`src/rtl/sync_line_pkg.sv`:
```
// Constants, register layout and carrier types of the synchronous line register bank.
// Assumes a 50 MHz system clock shared by the register port and the line logic.
package sync_line_pkg;
   localparam longint CLK_HZ = 50_000_000;
   localparam int CLK_PERIOD_NS = 20;
   localparam int DMA_TIMEOUT_NS = 32000;
   localparam int DMA_TIMEOUT_CYCLES = (DMA_TIMEOUT_NS + CLK_PERIOD_NS - 1) / CLK_PERIOD_NS;

   localparam logic [3:0] REG_TX_ERR_BAUD = 4'h2;
   localparam logic [3:0] REG_SYNC_CHAR_COUNT = 4'h3;
   localparam logic [3:0] REG_MODEM_LINES = 4'h4;
   localparam logic [3:0] REG_STATION_ADDR = 4'h5;
   localparam logic [3:0] REG_RX_ADDR_LOW = 4'h6;
   localparam logic [3:0] REG_RX_ADDR_HIGH_COUNT = 4'h7;

   localparam int LEN_VIOLATION_BIT = 0;
   localparam int DMA_ERR_BIT = 1;
   localparam int UNDERRUN_BIT = 2;
   localparam int BAUD_LSB = 8;
   localparam int SYNC_COUNT_LSB = 0;
   localparam int SYNC_CHAR_LSB = 8;
   localparam int USER_RX_BIT = 2;
   localparam int CTS_BIT = 4;
   localparam int DCD_BIT = 5;
   localparam int RING_BIT = 6;
   localparam int DSR_BIT = 7;
   localparam int USER_TX_BIT = 8;
   localparam int DTR_BIT = 9;
   localparam int RATE_SEL_BIT = 10;
   localparam int RTS_BIT = 12;
   localparam int ADDR_HIGH_LSB = 14;
   localparam int RX_COUNT_LSB = 0;

   localparam logic [15:0] REG_RESET = 16'h0000;
   localparam logic [13:0] BIT_MIN_MSG_LEN = 14'h0004;
   localparam logic [13:0] BYTE_MIN_MSG_LEN = 14'h0001;
   localparam logic [7:0] IDLE_ONES = 8'hff;

   // Line rates in millibits per second, indexed by the 4-bit rate code.
   localparam longint BAUD_MILLIBPS [0:15] = '{
      800000, 1200000, 1760000, 2152357, 2400000, 4800000, 9600000, 19200000,
      28800000, 32081013, 38400000, 57600000, 76800000, 115200000, 153600000, 316800000};

   typedef struct packed {
      logic [3:0] addr;
      logic [15:0] wdata;
      logic wr;
      logic rd;
   } regReq_type;

   typedef struct packed {
      logic userRx;
      logic clearToSend;
      logic carrierDetect;
      logic ringIndicator;
      logic dataSetReady;
   } modemIn_type;

   typedef struct packed {
      logic userTx;
      logic termReady;
      logic rateSelect;
      logic requestToSend;
   } modemOut_type;

   typedef enum logic [1:0] {
      TX_IDLE = 2'b00,
      TX_PREAMBLE = 2'b01,
      TX_MESSAGE = 2'b10
   } txState_type;
endpackage

```
`src/rtl/sync_line_indirect_regs.sv`:
```
// Register bank of the synchronous line: transmit errors and rate, sync character, modem
// lines, station address and primary receive buffer, plus the small logic they steer.
// Assumes all inputs synchronous to clk; busInit is a synchronous one-cycle-or-longer level.
`timescale 1ns/1ps
`default_nettype none

// Function
// - Flag length violation before sending when count is below protocol minimum.
// - Length violation clears only on master reset or transmit error read.
// - Flag transmit DMA error after 32 us without slave response or grant.
// - DMA error and underrun clear on reset, bus initialize or error read.
// - Flag transmit underrun when outgoing data is not ready in time.
// - Transmit bit rate comes from a sixteen-entry table indexed by bits 11:8.
// - Bits 15:12 of the error and rate register clear on reset or initialize.
// - Send the sync character count times before every message in byte protocols.
// - Byte protocols with idle select clear send sync fill between messages.
// - On underrun, send one sync character, then idle fill as the error ends the message.
// - Receiver uses the sync character to gain character synchronization.
// - Modem input lines read live at bits 2, 4, 5, 6, 7.
// - Any modem input transition sets the data set change flag.
// - Modem outputs follow bits 8, 9, 10, 12; set means ON.
// - Compare station address with each incoming message address field.
// - One-byte addresses compare only the low byte.
// - Receive buffer address is 16 low bits plus bits 15:14 above.
// - Software loads count; device decrements per DMA transfer; readable back.
// - Excess bytes beyond the buffer are discarded and, outside general byte mode, flagged as overflow.
// - Writing the receive count clears receiver done.
// - Overflow sets at zero count with bytes left, never in general byte mode.
// - Summary error is OR of error flags and clears transmit enable.
module sync_line_indirect_regs #(
   parameter int unsigned BAUD_DIV_SHIFT = 0
) (
   input wire logic clk,
   input wire logic rst_n,
   input wire logic clkEn,
   input wire logic busInit,
   input wire sync_line_pkg::regReq_type regReq,
   output logic [15:0] regRdata,
   input wire logic masterSyncStrobe,
   input wire logic slaveSyncResponse,
   input wire logic dmaBusRequest,
   input wire logic dmaBusGrant,
   input wire logic bitOriented,
   input wire logic generalByteMode,
   input wire logic idleSelect,
   input wire logic txMsgStart,
   input wire logic [13:0] txMsgLen,
   input wire logic txCharReq,
   input wire logic txDataValid,
   input wire logic txDataLast,
   input wire logic [7:0] txData,
   output logic txDataTake,
   output logic [7:0] txChar,
   output logic txCharValid,
   output logic txBitTick,
   output logic txErrSummary,
   output logic txEnableClr,
   input wire sync_line_pkg::modemIn_type modemIn,
   output sync_line_pkg::modemOut_type modemOut,
   output logic dataSetChange,
   input wire logic rxHunt,
   input wire logic rxCharValid,
   input wire logic [7:0] rxChar,
   output logic rxSynced,
   input wire logic rxAddrValid,
   input wire logic [15:0] rxAddr,
   input wire logic oneByteAddr,
   output logic addrMatchValid,
   output logic addrMatch,
   output logic [17:0] rxBufAddr,
   input wire logic rxByteXfer,
   input wire logic rxOverflowClr,
   output logic rxWriteOk,
   output logic rxDiscard,
   output logic rxOverflow,
   output logic rxDoneClr
);
   logic lenViol_q, lenViol_d, dmaErr_q, dmaErr_d, underrun_q, underrun_d;
   logic [3:0] baudCode_q;
   logic [7:0] syncCount_q, syncChar_q, preambleLeft_q;
   sync_line_pkg::modemIn_type modemIn_q, modemPrev_q;
   logic [15:0] stationAddr_q, rxAddrLow_q, rdMux;
   logic [1:0] rxAddrHigh_q;
   logic [13:0] rxCount_q;
   logic [16:0] tickCnt_q;
   logic [16:0] divTable [0:15];
   logic [10:0] waitCnt_q [0:1];
   logic [1:0] waiting, timedOut;
   sync_line_pkg::txState_type txState_q;
   logic wrEn, rdTxErr, wrCount, underrunEvt, lenViolEvt, minOk;

   assign wrEn = clkEn && regReq.wr;
   assign rdTxErr = clkEn && regReq.rd && regReq.addr == sync_line_pkg::REG_TX_ERR_BAUD;
   assign wrCount = wrEn && regReq.addr == sync_line_pkg::REG_RX_ADDR_HIGH_COUNT;

   // Register writes. Only the documented fields are stored, so other bits ignore writes.
   always_ff @(posedge clk or negedge rst_n) begin
      if (!rst_n) begin
         baudCode_q <= 4'h0;
         syncCount_q <= 8'h00;
         syncChar_q <= 8'h00;
         modemOut <= '0;
         stationAddr_q <= sync_line_pkg::REG_RESET;
         rxAddrLow_q <= sync_line_pkg::REG_RESET;
         rxAddrHigh_q <= 2'h0;
      end else if (wrEn) begin
         unique case (regReq.addr)
            sync_line_pkg::REG_TX_ERR_BAUD: begin
               baudCode_q <= regReq.wdata[sync_line_pkg::BAUD_LSB +: 4];
            end
            sync_line_pkg::REG_SYNC_CHAR_COUNT: begin
               syncCount_q <= regReq.wdata[sync_line_pkg::SYNC_COUNT_LSB +: 8];
               syncChar_q <= regReq.wdata[sync_line_pkg::SYNC_CHAR_LSB +: 8];
            end
            sync_line_pkg::REG_MODEM_LINES: begin
               modemOut.userTx <= regReq.wdata[sync_line_pkg::USER_TX_BIT];
               modemOut.termReady <= regReq.wdata[sync_line_pkg::DTR_BIT];
               modemOut.rateSelect <= regReq.wdata[sync_line_pkg::RATE_SEL_BIT];
               modemOut.requestToSend <= regReq.wdata[sync_line_pkg::RTS_BIT];
            end
            sync_line_pkg::REG_STATION_ADDR: stationAddr_q <= regReq.wdata;
            sync_line_pkg::REG_RX_ADDR_LOW: rxAddrLow_q <= regReq.wdata;
            sync_line_pkg::REG_RX_ADDR_HIGH_COUNT: begin
               rxAddrHigh_q <= regReq.wdata[sync_line_pkg::ADDR_HIGH_LSB +: 2];
            end
            default: begin
            end
         endcase
      end
   end

   // Read mux. Bits 15:12 of the error and rate register hold no storage and read zero,
   // which is also their value after reset or initialize.
   always_comb begin
      rdMux = 16'h0000;
      unique case (regReq.addr)
         sync_line_pkg::REG_TX_ERR_BAUD: begin
            rdMux[sync_line_pkg::LEN_VIOLATION_BIT] = lenViol_q;
            rdMux[sync_line_pkg::DMA_ERR_BIT] = dmaErr_q;
            rdMux[sync_line_pkg::UNDERRUN_BIT] = underrun_q;
            rdMux[sync_line_pkg::BAUD_LSB +: 4] = baudCode_q;
         end
         sync_line_pkg::REG_SYNC_CHAR_COUNT: rdMux = {syncChar_q, syncCount_q};
         sync_line_pkg::REG_MODEM_LINES: begin
            rdMux[sync_line_pkg::USER_RX_BIT] = modemIn_q.userRx;
            rdMux[sync_line_pkg::CTS_BIT] = modemIn_q.clearToSend;
            rdMux[sync_line_pkg::DCD_BIT] = modemIn_q.carrierDetect;
            rdMux[sync_line_pkg::RING_BIT] = modemIn_q.ringIndicator;
            rdMux[sync_line_pkg::DSR_BIT] = modemIn_q.dataSetReady;
            rdMux[sync_line_pkg::USER_TX_BIT] = modemOut.userTx;
            rdMux[sync_line_pkg::DTR_BIT] = modemOut.termReady;
            rdMux[sync_line_pkg::RATE_SEL_BIT] = modemOut.rateSelect;
            rdMux[sync_line_pkg::RTS_BIT] = modemOut.requestToSend;
         end
         sync_line_pkg::REG_STATION_ADDR: rdMux = stationAddr_q;
         sync_line_pkg::REG_RX_ADDR_LOW: rdMux = rxAddrLow_q;
         sync_line_pkg::REG_RX_ADDR_HIGH_COUNT: rdMux = {rxAddrHigh_q, rxCount_q};
         default: rdMux = 16'h0000;
      endcase
   end

   always_ff @(posedge clk or negedge rst_n) begin
      if (!rst_n) begin
         regRdata <= 16'h0000;
      end else if (clkEn) begin
         regRdata <= regReq.rd ? rdMux : 16'h0000;
      end
   end

   // Bus watchdogs: one for slave response after master sync, one for mastership grant.
   assign waiting[0] = masterSyncStrobe && !slaveSyncResponse;
   assign waiting[1] = dmaBusRequest && !dmaBusGrant;
   for (genvar g = 0; g < 2; g++) begin : gWatch
      assign timedOut[g] = waiting[g] && waitCnt_q[g] == 11'(sync_line_pkg::DMA_TIMEOUT_CYCLES - 1);
      always_ff @(posedge clk or negedge rst_n) begin
         if (!rst_n) begin
            waitCnt_q[g] <= 11'h000;
         end else if (clkEn) begin
            if (!waiting[g]) begin
               waitCnt_q[g] <= 11'h000;
            end else if (!timedOut[g]) begin
               waitCnt_q[g] <= waitCnt_q[g] + 11'h001;
            end
         end
      end
   end

   // Error flags: a new event wins over a clear in the same cycle.
   assign minOk = txMsgLen >= (bitOriented ? sync_line_pkg::BIT_MIN_MSG_LEN : sync_line_pkg::BYTE_MIN_MSG_LEN);
   assign lenViolEvt = txMsgStart && !minOk;
   assign underrunEvt = txCharReq && txState_q == sync_line_pkg::TX_MESSAGE && !txDataValid;
   always_comb begin
      lenViol_d = lenViol_q && !rdTxErr;
      dmaErr_d = dmaErr_q && !rdTxErr && !busInit;
      underrun_d = underrun_q && !rdTxErr && !busInit;
      if (lenViolEvt) begin
         lenViol_d = 1'b1;
      end
      if (|timedOut) begin
         dmaErr_d = 1'b1;
      end
      if (underrunEvt) begin
         underrun_d = 1'b1;
      end
   end

   always_ff @(posedge clk or negedge rst_n) begin
      if (!rst_n) begin
         lenViol_q <= 1'b0;
         dmaErr_q <= 1'b0;
         underrun_q <= 1'b0;
         txErrSummary <= 1'b0;
         txEnableClr <= 1'b0;
      end else if (clkEn) begin
         lenViol_q <= lenViol_d;
         dmaErr_q <= dmaErr_d;
         underrun_q <= underrun_d;
         txErrSummary <= lenViol_d || dmaErr_d || underrun_d;
         txEnableClr <= (lenViol_d || dmaErr_d || underrun_d) && !txErrSummary;
      end
   end

   // Transmit rate generator; the shift lets a simulation shorten the long divisors.
   for (genvar g = 0; g < 16; g++) begin : gBaud
      localparam logic [16:0] DIV_RAW = 17'((sync_line_pkg::CLK_HZ * 1000 +
         sync_line_pkg::BAUD_MILLIBPS[g] / 2) / sync_line_pkg::BAUD_MILLIBPS[g]);
      localparam logic [16:0] DIV_SH = DIV_RAW >> BAUD_DIV_SHIFT;
      assign divTable[g] = (DIV_SH == 17'h0_0000) ? 17'h0_0001 : DIV_SH;
   end

   always_ff @(posedge clk or negedge rst_n) begin
      if (!rst_n) begin
         tickCnt_q <= 17'h0_0000;
         txBitTick <= 1'b0;
      end else if (clkEn) begin
         txBitTick <= tickCnt_q == 17'h0_0000;
         if (tickCnt_q == 17'h0_0000) begin
            tickCnt_q <= divTable[baudCode_q] - 17'h0_0001;
         end else begin
            tickCnt_q <= tickCnt_q - 17'h0_0001;
         end
      end
   end

   // Transmit character source: preamble syncs, message data, then idle fill.
   always_ff @(posedge clk or negedge rst_n) begin
      if (!rst_n) begin
         txState_q <= sync_line_pkg::TX_IDLE;
         preambleLeft_q <= 8'h00;
         txChar <= sync_line_pkg::IDLE_ONES;
         txCharValid <= 1'b0;
         txDataTake <= 1'b0;
      end else if (clkEn) begin
         txCharValid <= txCharReq;
         txDataTake <= 1'b0;
         if (txErrSummary && txState_q != sync_line_pkg::TX_IDLE) begin
            txState_q <= sync_line_pkg::TX_IDLE;
         end else if (txMsgStart && txState_q == sync_line_pkg::TX_IDLE && minOk) begin
            preambleLeft_q <= syncCount_q;
            txState_q <= (syncCount_q != 8'h00 && !bitOriented) ? sync_line_pkg::TX_PREAMBLE
                                                                : sync_line_pkg::TX_MESSAGE;
         end else if (txCharReq) begin
            unique case (txState_q)
               sync_line_pkg::TX_IDLE: begin
                  txChar <= (!idleSelect && !bitOriented) ? syncChar_q : sync_line_pkg::IDLE_ONES;
               end
               sync_line_pkg::TX_PREAMBLE: begin
                  txChar <= syncChar_q;
                  preambleLeft_q <= preambleLeft_q - 8'h01;
                  if (preambleLeft_q == 8'h01) begin
                     txState_q <= sync_line_pkg::TX_MESSAGE;
                  end
               end
               sync_line_pkg::TX_MESSAGE: begin
                  if (txDataValid) begin
                     txChar <= txData;
                     txDataTake <= 1'b1;
                     if (txDataLast) begin
                        txState_q <= sync_line_pkg::TX_IDLE;
                     end
                  end else begin
                     txChar <= syncChar_q;
                  end
               end
               default: txState_q <= sync_line_pkg::TX_IDLE;
            endcase
         end
      end
   end

   // Modem inputs are sampled once so the read value and the change flag agree.
   always_ff @(posedge clk or negedge rst_n) begin
      if (!rst_n) begin
         modemIn_q <= '0;
         modemPrev_q <= '0;
         dataSetChange <= 1'b0;
      end else if (clkEn) begin
         modemIn_q <= modemIn;
         modemPrev_q <= modemIn_q;
         dataSetChange <= |(modemIn_q ^ modemPrev_q);
      end
   end

   // Receive side: sync hunt, address filter and primary buffer count.
   always_ff @(posedge clk or negedge rst_n) begin
      if (!rst_n) begin
         rxSynced <= 1'b0;
         addrMatchValid <= 1'b0;
         addrMatch <= 1'b0;
      end else if (clkEn) begin
         if (!rxHunt) begin
            rxSynced <= 1'b0;
         end else if (rxCharValid && !bitOriented && rxChar == syncChar_q) begin
            rxSynced <= 1'b1;
         end
         addrMatchValid <= rxAddrValid;
         if (rxAddrValid) begin
            addrMatch <= oneByteAddr ? rxAddr[7:0] == stationAddr_q[7:0]
                                     : rxAddr == stationAddr_q;
         end
      end
   end

   always_ff @(posedge clk or negedge rst_n) begin
      if (!rst_n) begin
         rxCount_q <= 14'h0000;
         rxWriteOk <= 1'b0;
         rxDiscard <= 1'b0;
         rxOverflow <= 1'b0;
         rxDoneClr <= 1'b0;
         rxBufAddr <= 18'h0_0000;
      end else if (clkEn) begin
         rxBufAddr <= {rxAddrHigh_q, rxAddrLow_q};
         rxDoneClr <= wrCount;
         rxWriteOk <= rxByteXfer && rxCount_q != 14'h0000 && !wrCount;
         rxDiscard <= rxByteXfer && (rxCount_q == 14'h0000 || wrCount);
         if (wrCount) begin
            rxCount_q <= regReq.wdata[sync_line_pkg::RX_COUNT_LSB +: 14];
         end else if (rxByteXfer && rxCount_q != 14'h0000) begin
            rxCount_q <= rxCount_q - 14'h0001;
         end
         if (rxByteXfer && rxCount_q == 14'h0000 && !wrCount && !generalByteMode) begin
            rxOverflow <= 1'b1;
         end else if (rxOverflowClr) begin
            rxOverflow <= 1'b0;
         end
      end
   end
endmodule // sync_line_indirect_regs

`default_nettype wire

```
`config.mk`:
```
export PLATFORM = sky130hd
export DESIGN_NAME = sync_line_indirect_regs
export DESIGN_NICKNAME = d
export VERILOG_FILES = /design/src/rtl/sync_line_pkg.sv /design/src/rtl/sync_line_indirect_regs.sv
export SDC_FILE = /design/constraint.sdc
export NUM_CORES = 1
export LEC_CHECK = 0
export BUFFER_PORTS_ARGS = -buffer_cell sky130_fd_sc_hd__clkbuf_2
export CORE_UTILIZATION = 60
export CTS_CLUSTER_DIAMETER = 40
export DETAILED_ROUTE_END_ITERATION = 12
export PLACE_DENSITY = 0.95
export SYNTH_ARGS = -nofsm -noshare
export SYNTH_HDL_FRONTEND = slang
export SYNTH_SLANG_ARGS = --single-unit
```
`constraint.sdc`:
```
create_clock -name clk -period 6.39 [get_ports clk]
set_clock_uncertainty 0.05 [all_clocks]
set_input_delay 0.9585 -clock clk [delete_from_list [all_inputs] [get_ports clk]]
set_output_delay 0.9585 -clock clk [all_outputs]
set_load 0.01 [all_outputs]
```
* Word-level counts from Yosys, hierarchy flattened *
Memory sizes are Yosys's and may differ from the RTL's.
Index checks and enable logic that the tools add are counted.

operators by class
  reductions and logical operators = 73
  mux-type cells = 46
  $add $sub $neg = 6
  bitwise logic cells = 4
  shift-type cells = 0
  equality and inequality tests = 21
  multiply operators = 0
  div/mod/pow operators = 0
  magnitude comparators = 2

operators with widths
  cell                                                  count
  two-way mux 17 bit                                    3
  two-way mux 11 bit                                    4
  two-way mux 8 bit                                     5
  subtractor 17 x 1 -> 17 bit (second input constant)   2
  logical AND 1 bit                                     30
  two-way mux 14 bit                                    2
  one-hot mux 8 bit (3 select lines)                    1
  AND reduction 2 bit                                   12
  adder 11 x 1 -> 11 bit (second input constant)        2
  equality test 11 bit (second input constant)          2
  one-hot mux 4 bit (5 select lines)                    1
  one-hot mux 3 bit (6 select lines)                    1
  logical NOT 17 bit                                    1
  equality test 16 bit                                  1
  equality test 4 x 3 -> 1 bit (second input constant)  4
  equality test 8 bit                                   2
  two-way mux 16 bit                                    1
  >= comparator 14 x 3 -> 1 bit                         1
  logical NOT 14 bit                                    1
  two-way mux 2 bit                                     7
  nonzero test 14 bit                                   1
  subtractor 14 x 1 -> 14 bit (second input constant)   1
  two-way mux 1 bit                                     13
  one-hot mux 3 bit (4 select lines)                    1
  other kinds (31)                                      53

word-level totals
  bits in writable memories = 0
  ROM bits = 272
  output and inout bits = 59
  register bits = 189
  bits of input ports = 94
  memories kept = 1
  bits in latches = 0

memories
  name             words  width  rd ports  clocked after Yosys merged registers in  write ports  RTL line                        text
  (no name shown)  16     17     1         0                                        0            sync_line_indirect_regs.sv:238  tickCnt_q <= divTable[baudCode_q] - 17'h0_0001;

* Depth between registers and ports, before layout *
Gate-level depths: netlist of the first run.

  depth in word-level cells = 9
  mapped depth = 13
  depth with buffers taken out = 12

* Worst setup path after synthesis of the first run *
OpenSTA, ideal clock, no wires.

  kind = register to register
  start point = register baudCode_q[1]
  end point = register tickCnt_q[14]
  path slack = 2.877 ns
  data arrival time = 3.334 ns
  period minus slack after synthesis = 3.513 ns
  cell stages (with the launch flop) = 13
  cells stage by stage = dfrtp_1 -> inv_1 -> ha_1 -> clkbuf_1 -> mux4_2 -> a21oi_1 -> ha_1 -> or4b_4 -> nor4_4 -> o211ai_1 -> nor4_2 -> nand3_1 -> xor2_1

on the way
  cells in the longest elaborated chain, start to end = 6

RTL lines
  item                                                   RTL line                        text
  start, declared                                        sync_line_indirect_regs.sv:79   logic [3:0] baudCode_q;
  start signal, assigned                                 sync_line_indirect_regs.sv:109  baudCode_q <= regReq.wdata[sync_line_pkg::BAUD_LSB +: 4];
  NOT 4 -> 5 bit (not written as such)                   sync_line_indirect_regs.sv:238
  memory read (16 x 17 bit)                              n/a
  two-way mux 17 bit (not written as such) (2 in a row)  sync_line_indirect_regs.sv:238
  subtractor 17 x 1 -> 17 bit                            sync_line_indirect_regs.sv:238
  two-way mux 17 bit                                     sync_line_indirect_regs.sv:237  if (tickCnt_q == 17'h0_0000) begin
  end signal, assigned                                   sync_line_indirect_regs.sv:238
  end signal, assigned                                   sync_line_indirect_regs.sv:240  tickCnt_q <= tickCnt_q - 17'h0_0001;
  end, declared                                          sync_line_indirect_regs.sv:85   logic [16:0] tickCnt_q;

No other way between the ends. The select of a mux whose other input is x is not followed.
A chain may end at the register's enable or synchronous reset.

* Worst setup path in the final report of the first run *
Same ends and word-level chain as after synthesis.

==> impl_metrics.json, run 1 <==
{
  "status": "complete, no violations",
  "cts_root_buf": "clkbuf_16",
  "globalRoute.totalOverflow": 0,
  "crit_fanout": 15,
  "tightestPinTransition_ns": 1.04,
  "setup_viol": 0,
  "switching_share_pct": 36.4,
  "grt_pass1_vias": 8768,
  "post_route_cells_drive_above_1_share_pct": 29.9,
  "design.core.area_sq_um": 16700,
  "synthAdderAreaFrac_pct": 2.19,
  "hold_class": "flip-flop to flip-flop",
  "arrival_ns": 4.42,
  "areaGrowthSynthToFinish_pct": 14.3,
  "drt_iter0_drc": 1002,
  "finalPower_mw": 4.09,
  "cpLargestDelayFamily": "simple AND/OR/NAND/NOR gates",
  "layout_commonest_cell": "dfrtp_1",
  "dr_total_vias": 8947,
  "synth_cell_types": 76,
  "cts_resized": 0,
  "async_flop_share_pct": 100,
  "cts_max_level": 4,
  "antenna_found_initial": 0,
  "cts_buffer_depth": 2,
  "yosysTopAreaCell": "dfrtp_1",
  "p_int_mw": 2.60,
  "ys_ff_latch": 189,
  "rsz0062_at_grt": "false",
  "clock_latency_ns": 0.45,
  "drt_wl_total_um": 29300,
  "synth_xor_area_share_pct": 4.85,
  "cts_tree": "yes",
  "cts_setup_buffers": 0,
  "synthCells": 987,
  "synth_edf_count": 0,
  "grt_max_degree": 85,
  "combPwrFrac_pct": 29.0,
  "nets": 1231,
  "die-width_um": 133,
  "cts_hold_buf": 0,
  "initial_core_util_pct": 61.7,
  "syn_nets": 1099,
  "slowest_stage": "dfrtp_1",
  "leakage_nw": 5.25,
  "final_area_sq_um": 11800,
  "path_common_cell": "ha_1",
  "finalMaxSlewViolations": 0,
  "critPathKind": "flip-flop to flip-flop",
  "yosys_warnings": 0,
  "grt_pass1_wl_um": 46600,
  "via_per_inst": 6.62,
  "path_clk_slew_ns": 0.07,
  "rows": 47,
  "num_io_pins": 153,
  "cpPeakStageDelay_ns": 0.63,
  "dpl.hpwl_um": 20300,
  "p_clk_share_pct": 26.9,
  "detail-route-antenna-nets": 0,
  "layout_common_cells": "dfrtp_1, clkbuf_2, mux2_2, nand2_1, o21ai_0",
  "synth_area_leaders": "dfrtp_1, mux2_2, nand2_1, xnor2_1, o21ai_0",
  "die_y_um": 133,
  "ir_drop_uv": 254,
  "syn_area_sq_um": 10300,
  "track_usage_pct": 34.4,
  "tns_ns": 0,
  "p_seq_share_pct": 44.2,
  "place_area_sq_um": 11200,
  "fillerInstances": 1134,
  "switchingPower_mw": 1.49,
  "crit_chain": "inv_1 -> ha_1 -> mux4_2 -> a21oi_1 -> ha_1 -> or4b_4 -> nor4_4 -> o211ai_1 -> nor4_2 -> nand3_1 -> xor2_1",
  "finalCoreUtilization_pct": 70.5,
  "finalHoldViolCount": 0,
  "cp.required_ns": 6.66,
  "startpoint_type": "flip-flop",
  "port_buffers": 152,
  "synth_top_area_share_pct": 44.0,
  "p_per_area_nw_per_um2": 347,
  "synthSimpleGateAreaFrac_pct": 15.4,
  "yosys-mux-area-fraction_pct": 12.7,
  "wl_per_cell_um": 21.7,
  "post-route-min-period_ns": 4.14,
  "diodes": 0,
  "synth-seq-area-share_pct": 46.0,
  "synth_top_family_by_area": "compound AO/OA/AOI/OAI gates",
  "dieArea_sq_um": 17700,
  "relSlewSlack_pct": 30.7,
  "drc": 0,
  "cts.sinks": 189,
  "max_freq_mhz": 241,
  "hold_ws_ns": 0.424,
  "synth_compound_area_share_pct": 15.5,
  "numCtsBuffers": 17,
  "finalCritPeriodShare_pct": 64.9,
  "syn_area_per_cell_sq_um": 10.4,
  "gp_congestion": 0.935,
  "crit_path_end_kind": "flip-flop",
  "synth_flop_cell": "dfrtp_1",
  "dr.pass1.iters": 6,
  "maxCapViolCount": 0,
  "crit_buf_inv": 1
}
==> power by group through the flow <==
stage / Clock, mW / Combinational, mW / Sequential (mW)
2_1_floorplan: 0 / 0.846 / 1.71
3_3_place_gp: 0 / 1.08 / 1.78
3_5_place_dp: 0 / 1.15 / 1.80
4_1_cts: 1.10 / 1.17 / 1.78
5_1_grt: 1.15 / 1.30 / 1.83
6_report: 1.10 / 1.19 / 1.81
==> registers in the layout (all words and copies together), names as in the netlist, 8 cells and up <==
register	cells
preambleLeft_q	8
regRdata	16
rxAddrLow_q	16
rxBufAddr	18
rxCount_q	14
stationAddr_q	16
syncChar_q	8
syncCount_q	8
tickCnt_q	17
txChar	8
waitCnt_q	22
==> worst paths after layout <==
kind / from / to / slack, ns / cells past startpoint
setup / recovery: baudCode_q[1]$_DFFE_PN0P_ / tickCnt_q[14]$_DFFE_PN0P_ / 2.25 / 11
setup reg to reg: baudCode_q[1]$_DFFE_PN0P_ / tickCnt_q[14]$_DFFE_PN0P_ / 2.25 / 11
max in group asynchronous: rst_n / syncCount_q[7]$_DFFE_PN0P_ / 4.61 / 2
hold / removal: tickCnt_q[16]$_DFFE_PN0P_ / tickCnt_q[16]$_DFFE_PN0P_ / 0.42 / 1
hold reg to reg: tickCnt_q[16]$_DFFE_PN0P_ / tickCnt_q[16]$_DFFE_PN0P_ / 0.42 / 1
min in group asynchronous: rst_n / tickCnt_q[7]$_DFFE_PN0P_ / 0.51 / 1
==> worst reg2reg max path: stages, from the launching register on <==
cell      delay, ns
dfrtp_1        0.63
inv_1          0.28
ha_1           0.47
mux4_2         0.51
a21oi_1        0.22
ha_1           0.30
or4b_4         0.52
nor4_4         0.19
o211ai_1       0.22
nor4_2         0.33
nand3_1        0.14
xor2_1         0.16
==> final cells by class <==
| class | count | area, sq um | area share [%] |
|---|---|---|---|
| clock buffer | 19 | 443 | 3.76 |
| clock inverter | 13 | 153 | 1.30 |
| inverter | 26 | 97.6 | 0.829 |
| multi-input combinational | 724 | 5230 | 44.4 |
| sequential | 189 | 4740 | 40.3 |
| tap | 220 | 275 | 2.34 |
| timing repair buffer | 161 | 837 | 7.11 |
==> stage by stage <==
stage / worst slack [ns] / instances
after floorplan: 2.88 / 987
after global placement: 2.46 / 1320
after detailed placement: 2.35 / 1320
after CTS: 2.31 / 1352
after global routing: 1.95 / 1352
final: 2.25 / 1352
==> layer usage <==
metal  part of all wire, %  GRT usage [%]  wire length, um  up-vias
met2                    48           57.2            14200      613
li1                      -              -                -     3895
met1                    36           41.9            10600     4306
met4                   5.4           18.9             1570        0
met3                    10           7.43             2990      133
met5                     0              0                0        -
==> kinds of logic after synthesis <==
family                     after synthesis
buffers and inverters                   74
DFF                                    189
xor gates and xnor gates                57
AOI/OAI and AO/OA                      229
and+or+nand+nor                        306
adders and majority gates               18
muxes                                  114
==> cell usage after synthesis (5+ instances only) <==
master	n
nor4_1	22
xnor2_1	38
o21ai_0	63
o2bb2ai_1	16
xor2_1	19
inv_1	26
a31oi_1	14
mux2_2	102
mux2i_1	9
clkbuf_8	5
or2_2	7
clkbuf_1	25
dfstp_2	8
nand3_1	22
nor2_1	62
nand2_1	93
nand4_1	7
nor2b_1	11
a21oi_1	39
ha_1	18
nor3_1	25
or3_1	9
dfrtp_1	181
a22o_1	9
o22a_1	5
a211oi_1	8
buf_1	6
a21o_1	6
nand2b_1	10
buf_2	11
a22oi_1	18
o31ai_1	7
(Power assumes the default switching activity.)
==> run 2: changes to the inputs <==
ABC_AREA = 1   (was not set)
CORE_UTILIZATION = 52   (was 60)
PLACE_DENSITY = 0.89   (was 0.95)
clock period = 3.6 ns   (was 6.39 ns; I/O delays follow)
==> run 2 against run 1 <==
Compared with the run above:
- clock power increased by 75%
- wire length increased by 4.2%
- flip-flop and latch count unchanged
- first-iteration DRC count increased by 13%
- critical path type unchanged
- highest routed layer unchanged
==> impl_metrics.json, run 2 <==
{
  "status": "complete, no violations",
  "dr_total_vias": 10176,
  "drt_iter0_drc": 1132,
  "tns_ns": 0,
  "fillerInstances": 1701,
  "maxCapViolCount": 0,
  "top_regs": "waitCnt_q: 22 flops, rxBufAddr: 18 flops, tickCnt_q: 17 flops",
  "critPathKind": "flip-flop to flip-flop",
  "synth_flop_cell": "dfrtp_1",
  "post_route_cells_drive_above_1_share_pct": 16.2,
  "synth_cell_types": 49,
  "cts_tree": "yes",
  "ir_drop_uv": 375,
  "dpl.hpwl_um": 22900,
  "use_met3_pct": 6.36,
  "cts_hold_buf": 0,
  "final-instance-count-excl-fill": 1794,
  "cts.sinks": 189,
  "syn_area_per_cell_sq_um": 7.59,
  "grt_max_degree": 72,
  "top_register": "waitCnt_q",
  "finalMaxSlewViolations": 0,
  "relSlewSlack_pct": 33.5,
  "detail-route-antenna-nets": 0,
  "place_area_sq_um": 11400,
  "globalRoute.totalOverflow": 0,
  "numCtsBuffers": 17,
  "yosys.cell_count.top_type": "nand2_1",
  "layout_common_cells": "nand2_1, dfrtp_1, inv_1, o21ai_0, clkbuf_2",
  "synth_area_leaders": "dfrtp_1, nand2_1, o21ai_0, inv_1, nand3_1",
  "port_buffers": 152,
  "tightestPinTransition_ns": 0.994,
  "cts_setup_buffers": 0,
  "drc": 0,
  "met1_usage_pct": 41.5,
  "syn_nets": 1491,
  "layout_commonest_cell": "nand2_1",
  "finalCritPeriodShare_pct": 74.9,
  "cts_root_buf": "clkbuf_16",
  "switchingPower_mw": 2.50,
  "dr.pass1.iters": 8,
  "startpoint_type": "flip-flop",
  "path_clk_slew_ns": 0.07,
  "drt_wl_total_um": 30600,
  "die-width_um": 144,
  "p_per_area_nw_per_um2": 568,
  "leakage_nw": 5.95,
  "finalHoldViolCount": 0,
  "synth-seq-area-share_pct": 45.3,
  "largest_reg_flops": 22,
  "dieArea_sq_um": 20700,
  "rows": 51,
  "final_area_sq_um": 12000,
  "synthCells": 1379,
  "cp.required_ns": 3.86,
  "die_y_um": 144,
  "arrival_ns": 2.95,
  "setup_ws_ns": 0.904,
  "max_freq_mhz": 371,
  "design.core.area_sq_um": 19600,
  "yosys_warnings": 0,
  "yosysTopAreaCell": "dfrtp_1",
  "hold_class": "input pin to async pin",
  "reg2reg_slack_ns": 0.90,
  "track_usage_pct": 31.2,
  "crit_fanout": 8,
  "wl_per_cell_um": 17.0,
  "p_clk_share_pct": 28.2,
  "setup_viol": 0,
  "antenna_found_initial": 1,
  "synth_edf_count": 0,
  "nets": 1627,
  "initial_core_util_pct": 53.5,
  "p_int_mw": 4.32,
  "place_inst": 1761,
  "timing.rr.end": "tickCnt_q[8]$_DFFE_PN0P_",
  "yosys-top-cells-count": "nand2_1, dfrtp_1, inv_1, o21ai_0, nor2_1",
  "via_per_inst": 5.67,
  "r2r-start": "baudCode_q[0]$_DFFE_PN0P_",
  "syn_area_sq_um": 10500,
  "rsz0062_at_grt": "false",
  "grt_pass1_wl_um": 48900,
  "busiest_layer": "met2",
  "rr_worst_depth": 15,
  "cts_buffer_depth": 2,
  "switching_share_pct": 36.6,
  "clock_latency_ns": 0.44,
  "combPwrFrac_pct": 28.9,
  "crit_path_end_kind": "flip-flop",
  "async_flop_share_pct": 100,
  "areaGrowthSynthToFinish_pct": 14.7,
  "synth_top_area_share_pct": 43.2,
  "hold_ws_ns": 0.0486,
  "grt_util_met2_pct": 48.9,
  "cts_max_level": 4,
  "cts_resized": 0,
  "dp_slack_ns": 0.824,
  "grt_pass1_vias": 9456,
  "gp_congestion": 0.982,
  "num_io_pins": 153,
  "p_seq_share_pct": 42.9,
  "post-route-min-period_ns": 2.70,
  "ys_ff_latch": 189
}
[run 2: cell count changes after synthesis, moves of 19 or more]
| cell | change |
|---|---|
| o21ai_0 | +101 |
| nand3_1 | +70 |
| xnor2_1 | -25 |
| nor4_1 | -19 |
| mux2_2 | -102 |
| inv_1 | +145 |
| nor2_1 | +41 |
| nand2_1 | +285 |
[run 2: logic make-up (layout without fill, tap and decap cells)]
logic type                 Yosys count  after routing  share of synthesized area, %
other                                0              2                             0
buffers and inverters              224            372                          8.66
AOI/OAI and AO/OA                  277            277                          15.3
adders and majority gates           18             18                          2.15
DFF                                189            189                          45.3
xor gates and xnor gates            27             27                          2.26
and+or+nand+nor                    644            644                          26.3
[run 2: worst max path at each step]
| stage | startpoint | to | slack [ns] | cells after the start |
|---|---|---|---|---|
| 2_1_floorplan | baudCode_q[0]$_DFFE_PN0P_ | tickCnt_q[16]$_DFFE_PN0P_ | 1.32 | 17 |
| 3_3_place_gp | bitOriented | preambleLeft_q[0]$_DFFE_PN0P_ | 0.99 | 11 |
| 3_5_place_dp | bitOriented | txChar[5]$_DFFE_PN1P_ | 0.82 | 10 |
| 4_1_cts | baudCode_q[0]$_DFFE_PN0P_ | tickCnt_q[8]$_DFFE_PN0P_ | 0.95 | 13 |
| 5_1_grt | baudCode_q[0]$_DFFE_PN0P_ | tickCnt_q[12]$_DFFE_PN0P_ | 0.64 | 15 |
| 6_report | baudCode_q[0]$_DFFE_PN0P_ | tickCnt_q[8]$_DFFE_PN0P_ | 0.90 | 15 |
[run 2: layout make-up]
type	instances	area, sq um	share of cell area, %
clock buffer	20	467	3.89
timing repair buffer	161	837	6.97
antenna	2	5.00	0.0417
multi-input combinational	966	4830	40.2
clock inverter	11	131	1.09
sequential	189	4740	39.5
inverter	180	676	5.62
tap	265	332	2.76
[run 2: through the flow]
stage	utilization (%)	total power [mW]
global placement	58.2	4.77
finish	61.3	6.82
CTS	61.3	6.78
detailed placement	58.2	4.85
global route	61.3	7.19
floorplan	-	4.19
[run 2: per-layer routing]
layer	vias to the layer above	share of wire (%)	wire, um
li1	4779	-	-
met5	-	0	0
met2	540	46	14100
met4	0	4.0	1210
met3	89	9.5	2900
met1	4768	40	12300
[run 2: critical path, stage by stage (launching register included)]
cell and delay (ns):
dfrtp_1 0.50, inv_1 0.17, ha_1 0.36, inv_1 0.08, nand2_1 0.14, nand2_1 0.10, nand2_1 0.05, nand2_1 0.06
nand3_1 0.07, nand2_1 0.16, ha_1 0.25, nand3_2 0.12, nor2_1 0.22, nand2_1 0.09, nand3_1 0.07, o21ai_0 0.08
[run 2: power by group through the flow]
stage               Clock (mW)  Sequential [mW]  Combinational (mW)
detailed placement           0             2.94                1.91
global route              2.02             2.96                2.21
global placement             0             2.93                1.85
CTS                       1.94             2.91                1.93
floorplan                    0             2.86                1.33
finish                    1.93             2.93                1.97
